$ cat src/asc_pkg.sv
// Constants and carrier types for the slot front-end configuration registers.
// Assumes a single system clock domain and a 16-bit parallel register port.
package asc_pkg;
    // Register offsets
    localparam logic [7:0] OFS_SLOT_B_PULSE_POLARITY = 8'h1d;
    localparam logic [7:0] OFS_SLOT_B_INTEGRATION_WINDOW = 8'h3b;
    localparam logic [7:0] OFS_SLOT_A_AMPLIFIER_CONTROL = 8'h42;
    localparam logic [7:0] OFS_SLOT_A_PATH_SELECT = 8'h43;

    // Reset values
    localparam logic [15:0] RST_SLOT_B_PULSE_POLARITY = 16'h0000;
    localparam logic [4:0] RST_WINDOW_WIDTH = 5'h04;
    localparam logic [10:0] RST_WINDOW_OFFSET = 11'h017;
    localparam logic [5:0] RST_AMP_MODE = 6'h07;
    localparam logic [1:0] RST_AMP_REFERENCE = 2'h3;
    localparam logic [15:0] RST_SLOT_A_PATH_SELECT = 16'hada5;

    // Path select codes
    localparam logic [15:0] PATH_FULL_ANALOG = 16'hada5;
    localparam logic [15:0] PATH_AMP_CONV_BUF = 16'hae65;
    localparam logic [15:0] PATH_AMP_CONV_NOBUF = 16'hb065;

    // Field positions
    localparam int WIN_WIDTH_LSB = 11;
    localparam int WIN_WIDTH_MSB = 15;
    localparam int WIN_OFFSET_MSB = 10;
    localparam int POLARITY_MSB = 3;
    localparam int EXT_BUF_BIT = 7;

    // Timing: window width unit against the system clock
    localparam int CLK_PERIOD_NS = 50;
    localparam int WIDTH_UNIT_NS = 1000;
    localparam int WIDTH_UNIT_CYCLES = WIDTH_UNIT_NS / CLK_PERIOD_NS;
    localparam int CHANNELS = 4;

    // Slot A amplifier control word layout
    typedef struct packed {
        logic [5:0] amp_mode;
        logic [1:0] int_gain;
        logic first_slot_integrator_buffer_sel;
        logic first_slot_individual_gain_en;
        logic [1:0] first_slot_amp_reference_sel;
        logic [1:0] spare;
        logic [1:0] first_slot_amp_gain;
    } asc_amp_ctrl_t;

    // Slot B integration window layout
    typedef struct packed {
        logic [4:0] second_slot_window_width;
        logic [10:0] second_slot_window_offset;
    } asc_window_t;

    typedef enum logic [1:0] {
        ASC_PATH_FULL,
        ASC_PATH_AMP_CONV,
        ASC_PATH_RESERVED
    } asc_path_mode_t;
endpackage

$ cat src/asc_gain_resolve.sv
// Per-channel amplifier gain selection for slot A.
// Assumes combinational use inside the register block on the same clock.
`timescale 1ns/10ps
`default_nettype none
module asc_gain_resolve #(
    parameter int CHANNELS = 4
) (
    // Controls
    input wire logic ind_en_in,
    input wire logic [1:0] common_gain_in,
    input wire logic [2*(CHANNELS-1)-1:0] other_gain_in,
    // Result, two bits per channel, channel 1 lowest
    output logic [2*CHANNELS-1:0] gain_out
);
    // Channel 1 always follows the common field
    assign gain_out[1:0] = common_gain_in;
    genvar ch;
    generate
        for (ch = 1; ch < CHANNELS; ch++) begin : g_ch
            // Other channels take their own gain only when individual mode is on
            assign gain_out[2*ch+1:2*ch] = ind_en_in ?
                other_gain_in[2*ch-1:2*ch-2] : common_gain_in;
        end
    endgenerate
endmodule
`default_nettype wire

$ cat src/asc_slot_config_regs.sv
// Slot configuration register bank: slot A amplifier and path, slot B window.
// Assumes a same-clock parallel register port driven by the serial interface.
`timescale 1ns/10ps
`default_nettype none
module asc_slot_config_regs #(
    parameter int CHANNELS = asc_pkg::CHANNELS
) (
    // Clock and reset
    input wire logic clk_sys_in,
    input wire logic rst_n_in,
    // Register port
    input wire logic [7:0] reg_addr_in,
    input wire logic [15:0] reg_wdata_in,
    input wire logic reg_wr_in,
    input wire logic reg_rd_in,
    output logic [15:0] reg_rdata_out,
    output logic reg_rvalid_out,
    // Neighbouring register bits
    input wire logic [2*(CHANNELS-1)-1:0] other_gain_in,
    input wire logic ext_buffer_cfg_in,
    // Slot B pulse sequencing from the timing core
    input wire logic slot_b_start_in,
    input wire logic slot_b_pulse_in,
    // Slot A analog controls
    output logic integrator_buffer_out,
    output logic [1:0] amp_reference_out,
    output logic [2*CHANNELS-1:0] amp_gain_out,
    output asc_pkg::asc_path_mode_t path_mode_out,
    output logic path_config_err_out,
    // Slot B analog controls
    output logic pulse_polarity_out,
    output logic [4:0] window_width_out,
    output logic [10:0] window_offset_out,
    output logic [9:0] window_width_cycles_out
);
    asc_pkg::asc_amp_ctrl_t amp_ctrl;
    asc_pkg::asc_window_t window;
    logic [15:0] polarity_word;
    logic [15:0] path_word;
    logic [1:0] pulse_idx;
    logic [2*CHANNELS-1:0] next_gain;
    asc_pkg::asc_path_mode_t next_mode;
    logic next_err;

    // Path word decode, used only by the path mode and error logic
    function automatic asc_pkg::asc_path_mode_t decode_path(input logic [15:0] w);
        if (w == asc_pkg::PATH_FULL_ANALOG) begin
            decode_path = asc_pkg::ASC_PATH_FULL;
        end else if (w == asc_pkg::PATH_AMP_CONV_BUF || w == asc_pkg::PATH_AMP_CONV_NOBUF) begin
            decode_path = asc_pkg::ASC_PATH_AMP_CONV;
        end else begin
            decode_path = asc_pkg::ASC_PATH_RESERVED;
        end
    endfunction

    function automatic logic wr_hit(input logic wr, input logic [7:0] a, input logic [7:0] o);
        wr_hit = wr && (a == o);
    endfunction

    // Slot A amplifier control word
    always_ff @(posedge clk_sys_in or negedge rst_n_in) begin
        if (!rst_n_in) begin
            amp_ctrl <= '0;
            amp_ctrl.amp_mode <= asc_pkg::RST_AMP_MODE;
            amp_ctrl.first_slot_amp_reference_sel <= asc_pkg::RST_AMP_REFERENCE;
        end else if (wr_hit(reg_wr_in, reg_addr_in, asc_pkg::OFS_SLOT_A_AMPLIFIER_CONTROL)) begin
            amp_ctrl <= reg_wdata_in;
        end
    end

    // Slot A path select word
    always_ff @(posedge clk_sys_in or negedge rst_n_in) begin
        if (!rst_n_in) begin
            path_word <= asc_pkg::RST_SLOT_A_PATH_SELECT;
        end else if (wr_hit(reg_wr_in, reg_addr_in, asc_pkg::OFS_SLOT_A_PATH_SELECT)) begin
            path_word <= reg_wdata_in;
        end
    end

    // Slot B polarity and window words
    always_ff @(posedge clk_sys_in or negedge rst_n_in) begin
        if (!rst_n_in) begin
            polarity_word <= asc_pkg::RST_SLOT_B_PULSE_POLARITY;
            window.second_slot_window_width <= asc_pkg::RST_WINDOW_WIDTH;
            window.second_slot_window_offset <= asc_pkg::RST_WINDOW_OFFSET;
        end else begin
            if (wr_hit(reg_wr_in, reg_addr_in, asc_pkg::OFS_SLOT_B_PULSE_POLARITY)) begin
                polarity_word <= reg_wdata_in;
            end
            if (wr_hit(reg_wr_in, reg_addr_in, asc_pkg::OFS_SLOT_B_INTEGRATION_WINDOW)) begin
                window <= reg_wdata_in;
            end
        end
    end

    // Registered read port, unmapped addresses read zero
    always_ff @(posedge clk_sys_in or negedge rst_n_in) begin
        if (!rst_n_in) begin
            reg_rdata_out <= 16'h0000;
            reg_rvalid_out <= 1'b0;
        end else begin
            reg_rvalid_out <= reg_rd_in;
            if (reg_rd_in) begin
                case (reg_addr_in)
                    asc_pkg::OFS_SLOT_B_PULSE_POLARITY: reg_rdata_out <= polarity_word;
                    asc_pkg::OFS_SLOT_B_INTEGRATION_WINDOW: reg_rdata_out <= window;
                    asc_pkg::OFS_SLOT_A_AMPLIFIER_CONTROL: reg_rdata_out <= amp_ctrl;
                    asc_pkg::OFS_SLOT_A_PATH_SELECT: reg_rdata_out <= path_word;
                    default: reg_rdata_out <= 16'h0000;
                endcase
            end
        end
    end

    // Per-channel gain selection
    asc_gain_resolve #(
        .CHANNELS(CHANNELS)
    ) u_gain (
        .ind_en_in(amp_ctrl.first_slot_individual_gain_en),
        .common_gain_in(amp_ctrl.first_slot_amp_gain),
        .other_gain_in(other_gain_in),
        .gain_out(next_gain)
    );

    // Path mode and consistency with the buffer bits
    always_comb begin
        next_mode = decode_path(path_word);
        next_err = 1'b0;
        if (next_mode == asc_pkg::ASC_PATH_RESERVED) begin
            next_err = 1'b1;
        end else if (path_word == asc_pkg::PATH_AMP_CONV_BUF) begin
            next_err = !(amp_ctrl.first_slot_integrator_buffer_sel && ext_buffer_cfg_in);
        end else if (path_word == asc_pkg::PATH_AMP_CONV_NOBUF) begin
            next_err = amp_ctrl.first_slot_integrator_buffer_sel;
        end
    end

    // Registered slot A analog controls
    always_ff @(posedge clk_sys_in or negedge rst_n_in) begin
        if (!rst_n_in) begin
            integrator_buffer_out <= 1'b0;
            amp_reference_out <= asc_pkg::RST_AMP_REFERENCE;
            amp_gain_out <= '0;
            path_mode_out <= asc_pkg::ASC_PATH_FULL;
            path_config_err_out <= 1'b0;
        end else begin
            integrator_buffer_out <= amp_ctrl.first_slot_integrator_buffer_sel;
            amp_reference_out <= amp_ctrl.first_slot_amp_reference_sel;
            amp_gain_out <= next_gain;
            path_mode_out <= next_mode;
            path_config_err_out <= next_err;
        end
    end

    // Pulse index within the four-pulse group, restarted per slot
    always_ff @(posedge clk_sys_in or negedge rst_n_in) begin
        if (!rst_n_in) begin
            pulse_idx <= 2'h0;
            pulse_polarity_out <= 1'b0;
        end else if (slot_b_start_in) begin
            pulse_idx <= 2'h0;
            pulse_polarity_out <= polarity_word[0];
        end else if (slot_b_pulse_in) begin
            pulse_idx <= pulse_idx + 2'h1;
            pulse_polarity_out <= polarity_word[2'(pulse_idx + 2'h1)];
        end
    end

    // Registered slot B window controls
    always_ff @(posedge clk_sys_in or negedge rst_n_in) begin
        if (!rst_n_in) begin
            window_width_out <= asc_pkg::RST_WINDOW_WIDTH;
            window_offset_out <= asc_pkg::RST_WINDOW_OFFSET;
            window_width_cycles_out <= 10'(asc_pkg::RST_WINDOW_WIDTH * asc_pkg::WIDTH_UNIT_CYCLES);
        end else begin
            window_width_out <= window.second_slot_window_width;
            window_offset_out <= window.second_slot_window_offset;
            window_width_cycles_out <=
                10'(window.second_slot_window_width * asc_pkg::WIDTH_UNIT_CYCLES);
        end
    end

    // Checks
    property p_buffer_follows;
        @(posedge clk_sys_in) disable iff (!rst_n_in)
        wr_hit(reg_wr_in, reg_addr_in, asc_pkg::OFS_SLOT_A_AMPLIFIER_CONTROL)
        |-> ##2 integrator_buffer_out == $past(reg_wdata_in[7], 2);
    endproperty
    a_buffer_follows: assert property (p_buffer_follows) else $error("buffer bit not applied");

    property p_individual_gain;
        @(posedge clk_sys_in) disable iff (!rst_n_in)
        ##1 $past(amp_ctrl.first_slot_individual_gain_en)
        |-> amp_gain_out[3:2] == $past(other_gain_in[1:0]);
    endproperty
    a_individual_gain: assert property (p_individual_gain) else $error("channel 2 gain wrong");

    property p_reference_default;
        @(posedge clk_sys_in) $rose(rst_n_in) |-> amp_reference_out == asc_pkg::RST_AMP_REFERENCE;
    endproperty
    a_reference_default: assert property (p_reference_default) else $error("reference default");

    property p_common_gain;
        @(posedge clk_sys_in) disable iff (!rst_n_in)
        ##1 !$past(amp_ctrl.first_slot_individual_gain_en)
        |-> amp_gain_out[7:6] == $past(amp_ctrl.first_slot_amp_gain);
    endproperty
    a_common_gain: assert property (p_common_gain) else $error("common gain not shared");

    property p_path_check;
        @(posedge clk_sys_in) disable iff (!rst_n_in)
        (path_word == asc_pkg::PATH_AMP_CONV_NOBUF && amp_ctrl.first_slot_integrator_buffer_sel)
        ##1 $stable(path_word) |-> path_config_err_out;
    endproperty
    a_path_check: assert property (p_path_check) else $error("path conflict not flagged");

    property p_polarity_first;
        @(posedge clk_sys_in) disable iff (!rst_n_in)
        slot_b_start_in |=> pulse_polarity_out == $past(polarity_word[0]);
    endproperty
    a_polarity_first: assert property (p_polarity_first) else $error("first pulse polarity");

    property p_width_cycles;
        @(posedge clk_sys_in) disable iff (!rst_n_in)
        window_width_cycles_out == 10'(window_width_out * asc_pkg::WIDTH_UNIT_CYCLES);
    endproperty
    a_width_cycles: assert property (p_width_cycles) else $error("width cycles mismatch");

    property p_offset_default;
        @(posedge clk_sys_in) $rose(rst_n_in) |-> window_offset_out == asc_pkg::RST_WINDOW_OFFSET;
    endproperty
    a_offset_default: assert property (p_offset_default) else $error("offset default");

    property p_readback;
        @(posedge clk_sys_in) disable iff (!rst_n_in)
        (reg_wr_in && reg_addr_in == asc_pkg::OFS_SLOT_A_PATH_SELECT)
        ##1 (reg_rd_in && reg_addr_in == asc_pkg::OFS_SLOT_A_PATH_SELECT && !reg_wr_in)
        |=> reg_rdata_out == $past(reg_wdata_in, 2);
    endproperty
    a_readback: assert property (p_readback) else $error("readback mismatch");
endmodule
`default_nettype wire

$ cat config.mk
export PLATFORM = sky130hd
export DESIGN_NAME = asc_slot_config_regs
export DESIGN_NICKNAME = d
export VERILOG_FILES = /design/src/asc_pkg.sv /design/src/asc_gain_resolve.sv /design/src/asc_slot_config_regs.sv
export SDC_FILE = /design/constraint.sdc
export NUM_CORES = 1
export LEC_CHECK = 0
export BUFFER_PORTS_ARGS = -buffer_cell sky130_fd_sc_hd__buf_2
export CAP_MARGIN = 25
export CORE_ASPECT_RATIO = 0.75
export CORE_UTILIZATION = 30
export CTS_BUF_LIST = sky130_fd_sc_hd__clkbuf_4
export CTS_CLUSTER_DIAMETER = 80
export DETAILED_ROUTE_END_ITERATION = 16
export GPL_TIMING_DRIVEN = 1
export PLACE_DENSITY = 0.48
export REMOVE_ABC_BUFFERS = 1
export SLEW_MARGIN = 5
export SYNTH_ARGS = -nofsm -noshare
export SYNTH_HDL_FRONTEND = slang
export SYNTH_HIERARCHICAL = 1
export SYNTH_SLANG_ARGS = --single-unit
$ cat constraint.sdc
create_clock -name clk_sys_in -period 3.8 [get_ports clk_sys_in]
set_input_delay 0.19 -clock clk_sys_in [delete_from_list [all_inputs] [get_ports clk_sys_in]]
set_output_delay 0.19 -clock clk_sys_in [all_outputs]
set_load 0.03 [all_outputs]
=== Word-level counts from Yosys, hierarchy flattened ===
Index checks and enable logic that the tools add are counted.

* Bits in registers: 122
* Input bits: 37
* Output and inout bits: 58

* Add/subtract/negate cells: 1
* Multipliers: 1
* Magnitude comparators: 1
* Eq/ne operators: 8
* Mux-type cells: 15
* Reduce and logical (&&, ||, !) cells: 8

{| class="wikitable"
|+ Operator list
! operator !! count
|-
| $pmux W16 S4 || 1
|-
| $eq A16 B16 Y1 const B || 3
|-
| $eq A8 B7 Y1 const B || 2
|-
| $mux W2 || 7
|-
| $eq A8 B5 Y1 const B || 1
|-
| $eq A8 B6 Y1 const B || 1
|-
| $mul A5 B3 Y8 const B || 1
|-
| $mux W1 || 6
|-
| $logic_and A1 B1 Y1 || 5
|-
| $lt A2 B5 Y1 const B || 1
|-
| $add A2 B1 Y2 const B || 1
|-
| $bmux W1 S2 || 1
|-
| $eq A2 B2 Y1 const B || 1
|-
| $reduce_bool A2 Y1 || 1
|-
| $logic_not A1 Y1 || 1
|-
| $logic_or A1 B1 Y1 || 1
|}

=== Longest topological paths before layout ===
* Depth in word-level cells: 6
* Depth in mapped cells: 6
* Mapped depth without buffers: 6

=== Modules after synthesis ===
Netlist, hierarchy kept.

{| class="wikitable"
|+ By module, submodules not included
! module !! instances !! cells an instance !! area an instance (µm²)
|-
| asc_slot_config_regs || 1 || 330 || 4943.5
|-
| asc_gain_resolve || 1 || 9 || 116.4
|}

=== Worst setup path before layout ===
OpenSTA, ideal clock, no wires.

* Path type: input -> register
* Start point: input reg_addr_in[3]
* End point: register amp_ctrl[0] (netlist name)
* Setup time: 0.125 ns
* Arrival: 1.532 ns
* Required time: 3.675 ns
* Setup slack: 2.143 ns
* Cell stages on the path: 5
* Cells stage by stage: nor4_4 -> nand3_4 -> nor3_2 -> buf_4 -> mux2_2

* Cells in the longest elaborated chain, start to end: 2

{| class="wikitable"
|+ Ends and longest elaborated chain
! what !! RTL line !! source
|-
| start: declaration || asc_slot_config_regs.sv:12 || <nowiki>input wire logic [7:0] reg_addr_in,</nowiki>
|-
| $eq A8 B7 Y1 || asc_slot_config_regs.sv:57 || <nowiki>wr_hit = wr && (a == o);</nowiki>
|-
| $logic_and A1 B1 Y1 || asc_slot_config_regs.sv:57 ||
|-
| end signal: assignment || asc_slot_config_regs.sv:67 || <nowiki>amp_ctrl <= reg_wdata_in;</nowiki>
|-
| end: declaration || asc_slot_config_regs.sv:36 || <nowiki>asc_pkg::asc_amp_ctrl_t amp_ctrl;</nowiki>
|}

No other way between the ends.
A chain may end at the register's enable or synchronous reset.

=== Final worst setup path ===
* Start point: input reg_addr_in[3]
* End point: register amp_ctrl[6] (netlist name)

Same word-level chain as after synthesis.

==> results.yml <==
yosys:
  ys_ff_latch: 120
  async_flop_share: 1.00
  synth_ff_type: "dfrtp_1"
  synth_top_cell_area_share: 0.455
  ys_warn_count: 6
  ys_seq_area_frac: 0.600
  syn-cell-area_sq_um: 5060
  synth_top_area_cell: "dfrtp_1"
  netlist_top_cells_area: "dfrtp_1 (45%), dfstp_2 (15%), mux2_2 (12%)"
  synth_cell_types: 46
  syn_inst: 339
  synth_edf_count: 0
  avgSynthCellArea_sq_um: 14.9
finish:
  area.growth.synth_to_final_pct: 23.6
  fillers: 1587
  nets: 503
  layout-drive-gt1-share: 0.489
  fin_util: 0.384
  instances_no_fill: 683
  register_area_sq_um: 3040
  multi_input_area_sq_um: 1860
sta:
  fmax_ghz: 0.547
  slew_headroom: 0.352
  fin_skew_ns: 0.0173
  finalCriticalPeriod_ns: 1.83
  finalSetupViolations: 0
  fin_crit_sh: 0.481
  rsz0062_at_grt: "no"
  fin_tns_setup_ns: 0
  worstMarginPinSlew_ns: 0.969
  drv_slew: 0
  hold_viol: 0
clocking:
  cts_sinks: 120
  cts_max_path_buffers: 2
  cts_htree_levels: 4
  cts_setup_buffers: 0
  numCtsBuffers: 17
  cts_root_buf: "clkbuf_4"
  cts_tree: "yes"
  clk_latency_ns: 0.53
  path_clk_slew_ns: 0.10
detailed_routing:
  drtIter0Drc: 186
  top_layer: "met4"
  vias: 3229
  wl_per_cell_um: 17.3
  viasPerCell: 4.73
  ant_nets: 0
  dr.pass1.iters: 12
  met3_length_um: 786
  drt_wl_total_um: 11800
  drc_errors: 14
  drt-met1-wl_um: 5960
  met2_length_um: 5000
place:
  numPortBuffers: 92
  place_congestion: 0.720
  dp.cells: 625
  dpl.hpwl_um: 7800
power:
  max-vdd-ir-drop_mv: 0.136
  p_per_area_nw_per_um2: 430
  p_clk_frac: 0.370
  p_int_uw: 2010
  sw_frac_of_total: 0.253
  pwr-share-seq: 0.520
  p_switching_uw: 681
  totalPowerFinal_uw: 2690
  leakage_uw: 0.00303
  p_comb_frac: 0.110
setup_path:
  start_kind: "primary input"
  critPathCaptureType: "flop"
  cp.required_ns: 4.21
  worstSetupPathType: "primary input to flop"
  regToRegStartpoint: "path_word[15]"
  startpoint: "reg_addr_in[3]"
  cp.arrival_ns: 2.23
  critPathMaxFanout: 18
min_path:
  holdCritStartpoint: "ext_buffer_cfg_in"
  hold_path.class: "primary input to flop"
status:
  violations: "DRC"
  status: "finished, violations left"
global_routing:
  antenna_found_initial: 1
  grt_pass1_wl_um: 19000
  globalRoute.totalOverflow: 0
  grt_pass1_vias: 3318
  grt_max_degree: 63
  grt_usage: 0.148
floorplan:
  fp.dieH_um: 114
  io_pins: 95
  dieArea_sq_um: 17400
  floorplan.initialDensity: 0.311
  fp.coreArea_sq_um: 16300
  fp.dieW_um: 152
  num_rows: 40
job:
  max-cap-violations: 0
cell usage in the layout (no fill, tap or decap), drive strengths merged, types with 2 or more instances in the layout:
cell type / synthesis / final
ha: 6 / 6
dfrtp: 92 / 92
buf: 16 / 97
mux2i: 17 / 17
o21a: 17 / 17
conb: 1 / 2
nand3: 3 / 3
bufinv: 0 / 4
nor2b: 3 / 3
a22oi: 16 / 16
and2: 2 / 2
nor4: 2 / 2
dlygate4sd3: 0 / 25
and3b: 2 / 2
nor4bb: 3 / 3
clkbuf: 6 / 20
dfstp: 28 / 28
xnor2: 3 / 3
clkinv: 0 / 7
nor2: 5 / 5
nand2: 7 / 7
o221ai: 16 / 16
mux2: 70 / 70
inv: 6 / 6
critical path: stages:
cell and delay (ns):
buf_2 0.12, nor4_4 0.31, nand3_4 0.28, nor3_2 0.68, buf_4 0.30, mux2_2 0.34
cell families after synthesis:
family,after synthesis,share of synthesized area
buffers and inverters,28,0.0334
XOR/XNOR,4,0.00693
AND/OR/NAND/NOR,34,0.0485
multiplexers,87,0.201
adder cells (fa/ha/maj),7,0.0188
other,1,0.000741
AO/OA/AOI/OAI,58,0.0900
flip-flops,120,0.600
cell usage after synthesis (2+ instances only):
cell / instances
dfrtp_1: 92
mux2_2: 54
dfstp_2: 28
mux2i_1: 17
o21a_1: 17
a22oi_1: 16
mux2_4: 16
o221ai_1: 16
buf_4: 7
nand2_1: 7
clkbuf_1: 6
ha_1: 6
inv_1: 6
buf_2: 5
nor2_1: 5
nor2b_1: 3
nor4bb_1: 3
xnor2_1: 3
and2_1: 2
and3b_1: 2
buf_6: 2
nand3_1: 2
layer usage:
| layer | up-vias | track usage |
|---|---|---|
| li1 | 1490 | - |
| met1 | 1628 | 0.215 |
| met2 | 105 | 0.203 |
| met3 | 6 | 0.0477 |
| met4 | 0 | 0.0551 |
| met5 | - | 0 |
sequential cells by signal, summed over array words and instances, names as in the netlist, 2 cells and up:
register	count
amp_ctrl	16
amp_gain_out	8
amp_reference_out	2
path_mode_out	2
path_word	16
polarity_word	16
pulse_idx	2
reg_rdata_out	16
window	16
window_offset_out	11
window_width_cycles_out	6
window_width_out	5
power by group through the flow:
stage	clock [uW]	combinational, uW	sequential (uW)
finish	995	295	1400
floorplan	0	88.6	1480
global placement	0	276	1420
detailed placement	0	280	1420
CTS	1030	301	1400
global route	1100	321	1410
through the flow:
step	worst slack [ns]	hold WS [ns]	cell area [sq um]
2_1_floorplan	1.90	-0.106	4920
3_3_place_gp	1.45	0.306	5690
3_5_place_dp	1.36	0.305	5690
4_1_cts	1.96	0.00902	6250
5_1_grt	1.80	0.0119	6250
6_report	1.97	0.0537	6250
final timing paths:
| kind | to | slack (ns) | cells past startpoint |
|---|---|---|---|
| min in group asynchronous | reg_rdata_out[9] | 0.28 | 2 |
| hold / removal | path_config_err_out | 0.05 | 3 |
| setup reg to reg | path_config_err_out | 2.02 | 4 |
| setup / recovery | amp_ctrl[6] | 1.97 | 6 |
| hold reg to reg | window_offset_out[1] | 0.38 | 0 |
| max in group asynchronous | path_word[10] | 2.68 | 3 |
layout make-up:
| cell class | count | share of cell area |
|---|---|---|
| Clock inverter | 12 | 0.0252 |
| Clock buffer | 20 | 0.0240 |
| Multi-Input combinational cell | 192 | 0.297 |
| Antenna cell | 1 | 0.000400 |
| Tap cell | 210 | 0.0420 |
| Timing Repair Buffer | 122 | 0.122 |
| Sequential cell | 120 | 0.486 |
| Inverter | 6 | 0.00360 |
what timing repair did:
| item | in CTS | in global routing |
|---|---|---|
| hold buffers | 25 | 0 |
| gates resized for setup | 0 | 0 |
| endpoints found under the hold margin | 120 | 0 |
Power figures use the tool's default switching activity.
